## config.mk

```make
export PLATFORM = sky130hd
export DESIGN_NAME = rtc_alarm_top
export DESIGN_NICKNAME = d
export VERILOG_FILES = /design/src/shared/rtc_pkg.sv /design/src/design/rtc_channel.sv /design/src/design/rtc_alarm_top.sv
export SDC_FILE = /design/constraint.sdc
export NUM_CORES = 1
export LEC_CHECK = 0
export BUFFER_PORTS_ARGS = -buffer_cell sky130_fd_sc_hd__buf_2
export CAP_MARGIN = 20
export CORE_MARGIN = 3
export CORE_UTILIZATION = 40
export CTS_CLUSTER_SIZE = 30
export DETAILED_ROUTE_END_ITERATION = 10
export HOLD_SLACK_MARGIN = 0.03
export PLACE_DENSITY = 0.61
export SETUP_SLACK_MARGIN = 0.3
export SLEW_MARGIN = 20
export SYNTH_ARGS = -nofsm -noshare
export SYNTH_HDL_FRONTEND = slang
export SYNTH_SLANG_ARGS = --single-unit
```

## constraint.sdc

```tcl
create_clock -name clock -period 4.44 [get_ports clock]
set_input_delay 0.222 -clock clock [delete_from_list [all_inputs] [get_ports clock]]
set_output_delay 0.222 -clock clock [all_outputs]
set_load 0.05 [all_outputs]
```

## src/shared/rtc_pkg.sv

```systemverilog
// rtc_pkg: register map, field positions and reset values shared by the
// retimer channel alarm and reset logic.
// assumes: 8-bit register port, four channels behind a channel select register.
`default_nettype none

package rtc_pkg;

   // ----------------------------------------------------------------
   // sizes
   // ----------------------------------------------------------------
   localparam int RTC_NUM_CH = 4;
   localparam int RTC_NREG   = 14;

   // ----------------------------------------------------------------
   // register offsets
   // ----------------------------------------------------------------
   localparam logic [7:0] RTC_A_SOFT_RESET = 8'h00;
   localparam logic [7:0] RTC_A_LOSS_CAUSE = 8'h01;
   localparam logic [7:0] RTC_A_PENDING    = 8'h05;
   localparam logic [7:0] RTC_A_RST_OVR    = 8'h0A;
   localparam logic [7:0] RTC_A_EYE_STAT   = 8'h30;
   localparam logic [7:0] RTC_A_EYE_THR    = 8'h32;
   localparam logic [7:0] RTC_A_ALARM_CFG  = 8'h36;
   localparam logic [7:0] RTC_A_CHAN_SEL   = 8'hFF;

   // ----------------------------------------------------------------
   // field positions
   // ----------------------------------------------------------------
   localparam int RTC_B_SOFT_RESET = 2;   // in channel_soft_reset
   localparam int RTC_B_OVR_EN     = 3;   // recovery_reset_override_en
   localparam int RTC_B_OVR_FORCE  = 2;   // recovery_reset_force
   localparam int RTC_B_EYE_EN     = 6;   // in refclk_and_alarm_config
   localparam int RTC_B_EYE_FLAG   = 4;   // in eye_alarm_status
   localparam int RTC_B_LOCK_LOSS  = 4;   // in loss_cause_status
   localparam int RTC_B_SIG_LOSS   = 0;   // in loss_cause_status

   // ----------------------------------------------------------------
   // plain read/write channel registers: address, reset value, write mask
   // ----------------------------------------------------------------
   localparam logic [3:0] RTC_I_RST_OVR   = 4'h0;
   localparam logic [3:0] RTC_I_EYE_STAT  = 4'h1;
   localparam logic [3:0] RTC_I_EYE_THR   = 4'h2;
   localparam logic [3:0] RTC_I_ALARM_CFG = 4'h4;
   localparam logic [0:13][7:0] RTC_REG_ADDR = '{8'h0A, 8'h30, 8'h32, 8'h33, 8'h36, 8'h39, 8'h3A,
                                                 8'h3E, 8'h6A, 8'h6B, 8'h6C, 8'h6D, 8'h6E, 8'h70};
   localparam logic [0:13][7:0] RTC_REG_RST  = '{8'h00, 8'h00, 8'h11, 8'h88, 8'h31, 8'h00, 8'hA5,
                                                 8'h80, 8'h44, 8'h00, 8'h00, 8'h00, 8'h00, 8'h03};
   localparam logic [0:13][7:0] RTC_REG_MASK = '{8'h0C, 8'h0B, 8'hFF, 8'hFF, 8'h77, 8'h1F, 8'hFF,
                                                 8'h80, 8'hFF, 8'hFF, 8'hFF, 8'hFF, 8'h80, 8'h07};

endpackage

`default_nettype wire

```

## src/design/rtc_channel.sv

```systemverilog
// rtc_channel: one channel's registers, sticky alarm causes and
// recovery reset override.
// assumes: register strobes are one-cycle pulses, sel already decoded.
`timescale 1ns/100ps
`default_nettype none

module rtc_channel
   import rtc_pkg::*;
(
   // clock and reset
   input  wire logic       clock,
   input  wire logic       rstn,
   // register access
   input  wire logic       sel,
   input  wire logic       wr,
   input  wire logic       rd,
   input  wire logic [7:0] addr,
   input  wire logic [7:0] wdata,
   output logic      [7:0] rdata,
   // recovery and eye monitor status
   input  wire logic       cdr_locked,
   input  wire logic       sig_detect,
   input  wire logic [7:0] heo,
   input  wire logic [7:0] veo,
   // alarm and reset results
   output logic            pending,
   output logic            lock_loss,
   output logic            sig_loss,
   output logic            eye_flag,
   output logic            eye_en,
   output logic            cdr_hold,
   output logic            acq_restart
);

   typedef struct packed {
      logic [0:13][7:0] regs;
      logic             lock_loss;
      logic             sig_loss;
      logic             eye_flag;
      logic             lock_prev;
      logic             sig_prev;
      logic             eye_prev;
      logic             hold;
      logic             restart;
   } rtc_chan_state_t;

   rtc_chan_state_t s_r;
   rtc_chan_state_t s_nxt;

   // address lookup: {hit, index}
   function automatic logic [4:0] rtc_lookup(input logic [7:0] a);
      logic [4:0] res;
      res = 5'h00;
      for (int i = 0; i < RTC_NREG; i++)
         if (RTC_REG_ADDR[i] == a)
            res = {1'b1, i[3:0]};
      return res;
   endfunction

   logic [4:0] lk;
   logic       eye_low;
   logic       eye_cond;
   logic       soft_rst;

   // ----------------------------------------------------------------
   // next state
   // ----------------------------------------------------------------
   always_comb
   begin
      s_nxt    = s_r;
      lk       = rtc_lookup(addr);
      // eye is judged on the upper nibble of each opening figure
      eye_low  = (heo[7:4] < s_r.regs[RTC_I_EYE_THR][7:4]) || (veo[7:4] < s_r.regs[RTC_I_EYE_THR][3:0]);
      // eye alarm only when enabled
      eye_cond = s_r.regs[RTC_I_ALARM_CFG][RTC_B_EYE_EN] && eye_low;
      soft_rst = sel && wr && (addr == RTC_A_SOFT_RESET) && wdata[RTC_B_SOFT_RESET];
      if (sel && wr && lk[4])
         s_nxt.regs[lk[3:0]] = (s_r.regs[lk[3:0]] & ~RTC_REG_MASK[lk[3:0]]) | (wdata & RTC_REG_MASK[lk[3:0]]);
      // loss causes clear on read
      if (sel && rd && (addr == RTC_A_LOSS_CAUSE))
      begin
         s_nxt.lock_loss = 1'b0;
         s_nxt.sig_loss  = 1'b0;
      end
      // eye flag clears on read
      if (sel && rd && (addr == RTC_A_EYE_STAT))
         s_nxt.eye_flag = 1'b0;
      // whole channel back to defaults, bit never stored
      if (soft_rst)
      begin
         s_nxt.regs      = RTC_REG_RST;
         s_nxt.lock_loss = 1'b0;
         s_nxt.sig_loss  = 1'b0;
         s_nxt.eye_flag  = 1'b0;
      end
      // losses always alarm
      // falling lock or signal sets sticky causes; set beats clear
      if (s_r.lock_prev && !cdr_locked)
         s_nxt.lock_loss = 1'b1;
      if (s_r.sig_prev && !sig_detect)
         s_nxt.sig_loss = 1'b1;
      // edge of the eye condition so a read really clears it
      if (eye_cond && !s_r.eye_prev)
         s_nxt.eye_flag = 1'b1;
      s_nxt.lock_prev = cdr_locked;
      s_nxt.sig_prev  = sig_detect;
      s_nxt.eye_prev  = eye_cond;
      // force holds recovery only while override enabled
      s_nxt.hold = s_nxt.regs[RTC_I_RST_OVR][RTC_B_OVR_EN] && s_nxt.regs[RTC_I_RST_OVR][RTC_B_OVR_FORCE];
      // release restarts acquisition when a signal is present
      s_nxt.restart = s_r.hold && !s_nxt.hold && sig_detect;
   end

   // state register
   always_ff @(posedge clock)
   begin
      if (!rstn)
      begin
         s_r      <= '0;
         s_r.regs <= RTC_REG_RST;
      end
      else
         s_r <= s_nxt;
   end

   // ----------------------------------------------------------------
   // read data and outputs
   // ----------------------------------------------------------------
   always_comb
   begin
      case (addr)
         RTC_A_SOFT_RESET: rdata = 8'h00;
         RTC_A_LOSS_CAUSE: rdata = {3'h0, s_r.lock_loss, 3'h0, s_r.sig_loss};
         RTC_A_EYE_STAT:   rdata = s_r.regs[RTC_I_EYE_STAT] | {3'h0, s_r.eye_flag, 4'h0};
         default:          rdata = lk[4] ? s_r.regs[lk[3:0]] : 8'h00;
      endcase
   end

   // pending follows the sticky causes only
   assign pending     = s_r.lock_loss || s_r.sig_loss || s_r.eye_flag;
   assign lock_loss   = s_r.lock_loss;
   assign sig_loss    = s_r.sig_loss;
   assign eye_flag    = s_r.eye_flag;
   assign eye_en      = s_r.regs[RTC_I_ALARM_CFG][RTC_B_EYE_EN];
   assign cdr_hold    = s_r.hold;
   assign acq_restart = s_r.restart;

endmodule

`default_nettype wire

```

## src/design/rtc_alarm_top.sv

```systemverilog
// rtc_alarm_top: four-channel alarm and reset logic of the retimer,
// shared registers, channel selection and the open-drain alarm line.
// assumes: a serial-bus front end delivers one-cycle read/write strobes
// with an 8-bit address; a read answer is taken one cycle later.
`timescale 1ns/100ps
`default_nettype none

// What this block and its controller do
// channel reset bit restores defaults, self-clears
// override enable plus force holds recovery
// release force restarts acquisition if signal
// lock loss or signal loss always alarms
// enabled eye alarm fires below thresholds
// any alarm pulls shared line low
// eye alarm sets eye status bit
// lock loss bit 4, signal loss bit 0
// shared register shows pending channels
// controller reads pending flags of all devices
// controller selects channel before status reads
// loss cause register clears on read
// eye status bit clears on read
// all causes cleared releases the line
// controller services next device if still low
// causes sticky until read; flags follow
module rtc_alarm_top
   import rtc_pkg::*;
#(
   parameter int NCH = RTC_NUM_CH
)
(
   // clock and reset
   input  wire logic             clock,
   input  wire logic             rstn,
   // register port
   input  wire logic             reg_wr,
   input  wire logic             reg_rd,
   input  wire logic [7:0]       reg_addr,
   input  wire logic [7:0]       reg_wdata,
   output logic      [7:0]       reg_rdata,
   output logic                  reg_rvalid,
   // per-channel recovery and eye monitor status
   input  wire logic [NCH-1:0]   cdr_locked,
   input  wire logic [NCH-1:0]   sig_detect,
   input  wire logic [NCH*8-1:0] heo,
   input  wire logic [NCH*8-1:0] veo,
   // per-channel recovery control
   output logic      [NCH-1:0]   cdr_hold,
   output logic      [NCH-1:0]   acq_restart,
   // open-drain alarm line
   input  wire logic             alarm_line_i,
   output logic                  alarm_line_o,
   output logic                  alarm_line_oe
);

   typedef struct packed {
      logic [7:0] chan_sel;
      logic [7:0] rdata;
      logic       rvalid;
   } rtc_top_state_t;

   rtc_top_state_t s_r;
   rtc_top_state_t s_nxt;

   logic [NCH-1:0] ch_sel;
   logic [7:0]     ch_rdata [NCH];
   logic [NCH-1:0] pending;
   logic [NCH-1:0] lock_loss;
   logic [NCH-1:0] sig_loss;
   logic [NCH-1:0] eye_flag;
   logic [NCH-1:0] eye_en;
   logic [1:0]     cur_ch;

   // ----------------------------------------------------------------
   // channel select decode
   // ----------------------------------------------------------------
   // only the selected channel sees channel accesses
   assign cur_ch = s_r.chan_sel[1:0];

   always_comb
   begin
      ch_sel = '0;
      if ((reg_addr != RTC_A_CHAN_SEL) && (reg_addr != RTC_A_PENDING))
         ch_sel[cur_ch] = 1'b1;
   end

   // ----------------------------------------------------------------
   // channels
   // ----------------------------------------------------------------
   genvar g;
   generate
      for (g = 0; g < NCH; g++)
      begin : g_ch
         rtc_channel u_ch
         (
            .clock       (clock),
            .rstn        (rstn),
            .sel         (ch_sel[g]),
            .wr          (reg_wr),
            .rd          (reg_rd),
            .addr        (reg_addr),
            .wdata       (reg_wdata),
            .rdata       (ch_rdata[g]),
            .cdr_locked  (cdr_locked[g]),
            .sig_detect  (sig_detect[g]),
            .heo         (heo[g*8 +: 8]),
            .veo         (veo[g*8 +: 8]),
            .pending     (pending[g]),
            .lock_loss   (lock_loss[g]),
            .sig_loss    (sig_loss[g]),
            .eye_flag    (eye_flag[g]),
            .eye_en      (eye_en[g]),
            .cdr_hold    (cdr_hold[g]),
            .acq_restart (acq_restart[g])
         );
      end
   endgenerate

   // ----------------------------------------------------------------
   // shared registers and read answer
   // ----------------------------------------------------------------
   // read data is captured before the clear-on-read takes effect
   always_comb
   begin
      s_nxt        = s_r;
      s_nxt.rvalid = reg_rd;
      if (reg_wr && (reg_addr == RTC_A_CHAN_SEL))
         s_nxt.chan_sel = reg_wdata;
      if (reg_rd)
      begin
         case (reg_addr)
            // one flag per channel with a pending cause
            RTC_A_PENDING:  s_nxt.rdata = {{(8-NCH){1'b0}}, pending};
            RTC_A_CHAN_SEL: s_nxt.rdata = s_r.chan_sel;
            default:        s_nxt.rdata = ch_rdata[cur_ch];
         endcase
      end
   end

   // state register
   always_ff @(posedge clock)
   begin
      if (!rstn)
         s_r <= '0;
      else
         s_r <= s_nxt;
   end

   assign reg_rdata  = s_r.rdata;
   assign reg_rvalid = s_r.rvalid;

   // ----------------------------------------------------------------
   // alarm line
   // ----------------------------------------------------------------
   // drive low while anything pending; line is wire-ANDed outside
   // released as soon as every cause is read away
   assign alarm_line_o  = 1'b0;
   assign alarm_line_oe = |pending;

   generate
      for (g = 0; g < NCH; g++)
      begin : g_chk

      end
   endgenerate
endmodule

`default_nettype wire

```

==> run_results.csv, run 1 <==
group,metric,value,unit
status,outcome,"complete, no violations",
critical_path,crit_start,"reg_addr[2]",
yosys,ys_ff_latch,497,
timing,post-route-min-period,3.55,ns
timing,setup_viol,0,
timing,finalMaxSlewViolations,0,
finish,regMostFlops,"g_ch.u_ch.s_r",
power_and_ir_drop,leakage,10.2,nW
cts,htreeDepth,2,
power_and_ir_drop,p_per_area,362,nW/um2
route,ant_nets,0,
min_path,hp-start,"reg_rd",
global_route,grt_pass1_wl,143000,um
place,io_buffers,77,
cts,clk_pin_slew,0.06,ns
die,placementRows,89,
power_and_ir_drop,pwr-share-seq,45.0,%
route,via_per_inst,6.20,
cts,cts_max_path_buffers,3,
global_route,gr-total-overflow,0,
die,initial_utilization,40.8,%
global_route,grt_pass1_vias,21700,
route,wl_per_cell,25.6,um
global_route,gr-usage-all-layers,29.6,%
cts,cts_tree,"built",
route,first_pass_iters,5,
finish,syn2layout_area_growth,13.4,%
yosys,synth_seq_area_share,40.9,%
finish,nets,3079,
critical_path,crit_arrival,4.04,ns
route,drt_iter0_drc,2857,
die,die_area,63800,um2
power_and_ir_drop,comb_power_share,6.4,%
cts,cts-root-buf,"clkbuf_16",
flow_run,maxCapViolations,0,
critical_path,cp_slowest_cell,"nor2_1",
cts,cts_setup_buffers,0,
yosys,synth.distinct_cells,96,
cts,ctsResizeCount,0,
die,fp.coreArea,59600,um2
yosys,yosysWarnings,0,
critical_path,worstSetupStartpointType,"primary input",
power_and_ir_drop,p_switching,2.41,mW
timing,tightestPinTransition,1.14,ns
cts,clk_latency,0.62,ns
cts,numCtsBuffers,54,
power_and_ir_drop,clkPwrFrac,48.7,%
power_and_ir_drop,p_sw_share,24.2,%
cts,cts.sinks,497,
global_route,grt_max_degree,95,
die,ios,112,
critical_path,max_stage_delay,0.77,ns
die,dieHeight,252,um
finish,largest_reg_flops,456,
timing,rsz0062_at_grt,"false",
timing,skew,0.0196,ns
timing,finalCritPeriodShare,79.9,%
route,vias,23400,
yosys,syn_avg_cell_area,8.24,um2
critical_path,required,4.93,ns
die,die_x,252,um
timing,hold_viol_final,0,
yosys,synthFlopType,"dfxtp_1",
critical_path,crit_fanout,16,
critical_path,r2r_start,"cur_ch[1]",
power_and_ir_drop,ir_drop,242,uV
yosys,synth_nets,3069,
yosys,synth_cells,2948,
finish,drive_above_1_share,13.3,%
place,hpwl,65500,um
critical_path,cp_common_cell,"nand2_1",
yosys,async_flop_share,0,%
timing,max_slew_margin,23.3,%
global_route,grt_antenna_before_repair,1,
power_and_ir_drop,intPower,7.57,mW
min_path,hold_class,"in2reg",
timing,fmax,282,MHz
critical_path,cp_cell_sequence,"buf_2, or2_1, a211oi_2, nor3_4, nand2_4, inv_2, ha_1, buf_4, nand2_1, nor2_1, mux2i_1, nand2_1",
finish,nFillCells,5750,
timing,tns,0,ns
critical_path,cp-end-kind,"flop",
critical_path,worstSetupPathType,"in2reg",
place,place_congestion,1.02,
yosys,synth_area,24300,um2
route,drcViolationCount,0,
route,routed_wl,96600,um
timing,timing.hold.ws,0.0927,ns
yosys,synth_edf_count,0,
==> critical path: cells and delay by family <==
kind,cells,cell delay (ns)
buffers and inverters,3,0.95
adder cells (fa/ha/maj),1,0.36
multiplexers,1,0.26
AO/OA/AOI/OAI,1,0.12
AND/OR/NAND/NOR,6,2.11
==> logic make-up after synthesis <==
group / synth area share [%]
and+or+nand+nor: 21.7
AOI/OAI and AO/OA: 21.9
DFF: 40.9
buffers and inverters: 6.24
muxes: 7.74
adders and majority gates: 1.44
other: 0.0154
xor gates and xnor gates: 0.0360
==> synthesized netlist by cell type, types with 43 or more instances <==
library cell  count  share of area [%]
and3_1           73                1.9
a211oi_1        137                4.2
nor2_1          374                5.8
nor3_1           95                2.0
nand2_1         374                5.8
clkbuf_1        109                1.7
mux2i_1         149                6.1
inv_1            43               0.66
nand3_1         101                2.1
buf_2            96                2.0
a21oi_1         187                3.9
o21ai_0         159                3.3
dfxtp_1         497                 41
==> layout by cell type, fill, tap and decap left out, types with 9 or more instances in the layout <==
cell type,netlist,routed
mux4_2,11,11
o21ai_0,159,159
buf_12,0,14
ha_1,28,28
a21boi_0,19,19
o22ai_1,20,20
a221oi_1,36,36
a32o_1,10,10
nor2b_1,10,9
inv_1,43,43
nand3_1,101,101
dlygate4sd3_1,0,16
nor2_2,23,24
nor3_1,95,94
a31oi_1,9,9
a21oi_1,187,186
a22oi_1,14,14
a2111oi_0,26,26
o21a_1,20,19
o211ai_1,21,21
mux2_2,9,9
clkbuf_1,109,11
clkbuf_16,0,55
clkbuf_8,0,14
a21o_1,20,20
and2_1,21,21
nor4_1,13,11
buf_2,96,77
and3_1,73,73
mux2i_1,149,149
buf_4,39,112
nand2_1,374,373
nor2_1,374,373
nand2b_1,16,16
dfxtp_1,497,497
a211oi_1,137,137
==> through the flow <==
stage               instance area, um2  setup WS, ns  util [%]  power [mW]  std cells
detailed placement               25500         0.398      42.8        5.19       3659
CTS                              27600          1.03      46.3        9.99       3776
global route                     27600         0.742      46.3        10.2       3776
global placement                 25500         0.419      42.8        5.18       3659
floorplan                        24300          1.01         -        4.93       2948
finish                           27600         0.891      46.3        9.98       3778
==> worst paths after layout <==
kind	endpoint	slack (ns)	cells after the start
worst min register to register	g_ch[0].u_ch.acq_restart	0.45	1
worst max-delay path	g_ch[0].u_ch.s_r[54]	0.89	12
worst max register to register	g_ch[1].u_ch.s_r[8]	1.43	6
worst min-delay path	reg_rdata[7]	0.09	2
==> power groups by stage <==
stage / clock [mW] / combinational [mW] / sequential [mW]
2_1_floorplan: 0 / 0.356 / 4.58
3_3_place_gp: 0 / 0.600 / 4.58
3_5_place_dp: 0 / 0.605 / 4.58
4_1_cts: 4.89 / 0.618 / 4.48
5_1_grt: 5.07 / 0.662 / 4.48
6_report: 4.86 / 0.635 / 4.48
==> what timing repair did <==
item                                    CTS  global route
hold endpoints to repair                 27             0
endpoints found under the setup margin    0             0
hold buffers                             16             0
==> cell type report <==
type	count	area (um2)	share of cell area, %
sequential	497	9950	36.1
antenna	2	5.00	0.0182
clock inverter	21	297	1.08
clock buffer	80	1610	5.84
tap	773	967	3.51
multi-input combinational	2141	12900	46.8
inverter	45	169	0.613
timing repair buffer	219	1670	6.04
==> metal layers <==
layer,vias up,GRT usage (%),part of all wire [%]
met3,258,6.38,10
met2,1306,45.1,43
met1,11300,40.5,41
li1,10600,-,-
met4,2,12.5,4.7
met5,-,0,0.013
Note: power is estimated with default switching activity, not from simulation.
==> run 2: changes to the inputs <==
--- a/config.mk
+++ b/config.mk
@@ -12,7 +12,7 @@
 export CTS_CLUSTER_SIZE = 30
 export DETAILED_ROUTE_END_ITERATION = 10
 export HOLD_SLACK_MARGIN = 0.03
-export PLACE_DENSITY = 0.61
+export PLACE_DENSITY = 0.63
 export SETUP_SLACK_MARGIN = 0.3
 export SLEW_MARGIN = 20
 export SYNTH_ARGS = -nofsm -noshare
==> constraint.sdc (replaced) <==
create_clock -name clock -period 3.2 [get_ports clock]
set_input_delay 0.16 -clock clock [delete_from_list [all_inputs] [get_ports clock]]
set_output_delay 0.16 -clock clock [all_outputs]
set_load 0.05 [all_outputs]
==> run_results.csv, run 2 (synthesis results as in run 1) <==
group,metric,value,unit
status,outcome,"complete, no violations",
cts,htreeDepth,2,
timing,post-route-min-period,2.91,ns
timing,final.setup.worst_slack,0.287,ns
timing,max_slew_margin,32.2,%
critical_path,critical-path-top-delay-family,"simple AND/OR/NAND/NOR gates",
timing,tightestPinTransition,0.992,ns
finish,nets,3303,
critical_path,cp_num_buf_inv,5,
timing,setup_viol,0,
critical_path,max_stage_delay,0.59,ns
power_and_ir_drop,leakage,11.5,nW
route,routed_wl,103000,um
finish,most-common-layout-cells,"497 x dfxtp_1, 372 x nand2_1, 371 x nor2_1",
cts,cts-root-buf,"clkbuf_16",
global_route,grt_max_degree,94,
die,die_x,252,um
global_route,grt_pass1_vias,23100,
finish,final_common_cell,"dfxtp_1",
timing,timing.hold.ws,0.102,ns
cts,clk_pin_slew,0.06,ns
timing,skew,0.0205,ns
route,vias,24400,
timing,finalMaxSlewViolations,0,
route,ant_nets,0,
place,hpwl,73700,um
timing,fmax,343,MHz
critical_path,crit_fanout,21,
die,die_area,63800,um2
finish,largest_reg_flops,456,
route,via_per_inst,6.12,
die,dieHeight,252,um
cts,cts.sinks,497,
place,io_buffers,77,
finish,regMostFlops,"g_ch.u_ch.s_r",
min_path,hold_class,"in2reg",
critical_path,r2r_end,"g_ch[2].u_ch.s_r[50]",
critical_path,r2r_cells,6,
global_route,grt_antenna_before_repair,1,
die,ios,112,
finish,syn2layout_area_growth,23.3,%
timing,rsz0062_at_grt,"false",
finish,stdcell_count,3995,
route,first_pass_iters,8,
route,wl_per_cell,25.8,um
die,initial_utilization,40.8,%
critical_path,worstSetupStartpointType,"primary input",
die,fp.coreArea,59600,um2
timing,hold_viol_final,0,
critical_path,required,3.72,ns
critical_path,cp_slowest_cell,"nand2_1",
global_route,gr-usage-all-layers,31.6,%
global_route,gr-total-overflow,0,
flow_run,maxCapViolations,0,
finish,drive_above_1_share,19.9,%
power_and_ir_drop,ir_drop,355,uV
min_path,hold_depth,4,
place,preCtsSetupSlack,-0.512,ns
critical_path,cp_cell_sequence,"buf_2, or2_1, a211oi_4, buf_4, nor3_4, nand2_4, inv_2, buf_12, ha_1, nand2_1, nor2_1, buf_4, nor2_1, a211oi_1",
cts,cts_max_path_buffers,3,
finish,diodes,0,
critical_path,rrSetupSlack,0.56,ns
power_and_ir_drop,p_per_area,454,nW/um2
cts,cts_setup_buffers,0,
place,place_congestion,1.01,
die,placementRows,89,
critical_path,r2r_start,"cur_ch[1]",
min_path,hp-start,"heo[7]",
critical_path,crit_arrival,3.44,ns
route,drcViolationCount,0,
global_route,grt_pass1_wl,152000,um
route,drt_iter0_drc,2822,
cts,numCtsBuffers,53,
timing,finalCritPeriodShare,91.0,%
cts,cts_tree,"built",
cts,clk_latency,0.61,ns
critical_path,worstSetupPathType,"in2reg",
min_path,min_to,"g_ch[0].u_ch.s_r[2]",
critical_path,cp-end-kind,"flop",
place,place_inst,3883,
==> run 2: cell types whose count changed in the layout (fill, tap and decap cells not counted), sizes merged <==
cell	previous run	this run
dlygate4sd3	16	17
clkinvlp	5	4
clkbuf	80	68
clkinv	8	17
buf	203	427
inv	46	47
bufinv	7	4
diode	2	0
==> run 2: area by class of cell <==
cell class / instances / area, um2
timing repair buffer: 444 / 4110
sequential: 497 / 9950
multi-input combinational: 2141 / 13000
clock inverter: 27 / 267
fill: 5499 / 29600
tap: 773 / 967
clock buffer: 68 / 1500
inverter: 45 / 169
==> run 2: timing repair <==
item                                    4_1_cts  5_1_grt
hold buffers                                 17        0
endpoints found under the hold margin        31        0
endpoints found under the setup margin       29       51
gates resized for setup                       1        7
==> run 2: where the power goes <==
part           switching, mW  internal [mW]
registers             0.0193           6.20
logic                  0.673          0.384
clock network           2.68           3.64
==> run 2: metrics by stage <==
| step | total power, mW | TNS, ns | cell area (um2) | util (%) |
|---|---|---|---|---|
| after floorplan | 6.86 | 0 | 24400 | - |
| after global placement | 7.36 | -22.30 | 28000 | 47.0 |
| after detailed placement | 7.37 | -22.99 | 28000 | 47.0 |
| after CTS | 13.6 | 0 | 29900 | 50.3 |
| after global routing | 13.9 | 0 | 30000 | 50.3 |
| final | 13.6 | 0 | 30000 | 50.3 |
==> run 2: metal layers <==
metal / share of wire [%] / GRT usage (%) / vias up
li1: - / - / 11000
met4: 5.7 / 15.7 / 0
met3: 10 / 6.45 / 295
met5: 0 / 0 / -
met1: 40 / 42.3 / 11700
met2: 43 / 48.4 / 1396
==> run 2: tightest hold or removal path, stage by stage <==
cell     delay [ns]
buf_2          0.08
ha_1           0.13
a21oi_1        0.04
o211a_1        0.23
==> run 2: worst max-delay path by stage <==
stage | depth (start not counted) | start | slack, ns | to
after CTS | 14 | reg_addr[5] | 0.32 | g_ch[1].u_ch.s_r[36]
after detailed placement | 14 | reg_addr[5] | -0.51 | g_ch[1].u_ch.s_r[36]
after global placement | 14 | reg_addr[5] | -0.47 | g_ch[1].u_ch.s_r[52]
after global routing | 11 | reg_addr[4] | 0.31 | g_ch[0].u_ch.acq_restart
final | 14 | reg_addr[2] | 0.29 | g_ch[2].u_ch.s_r[65]
after floorplan | 17 | reg_addr[4] | 0.02 | g_ch[1].u_ch.s_r[16]
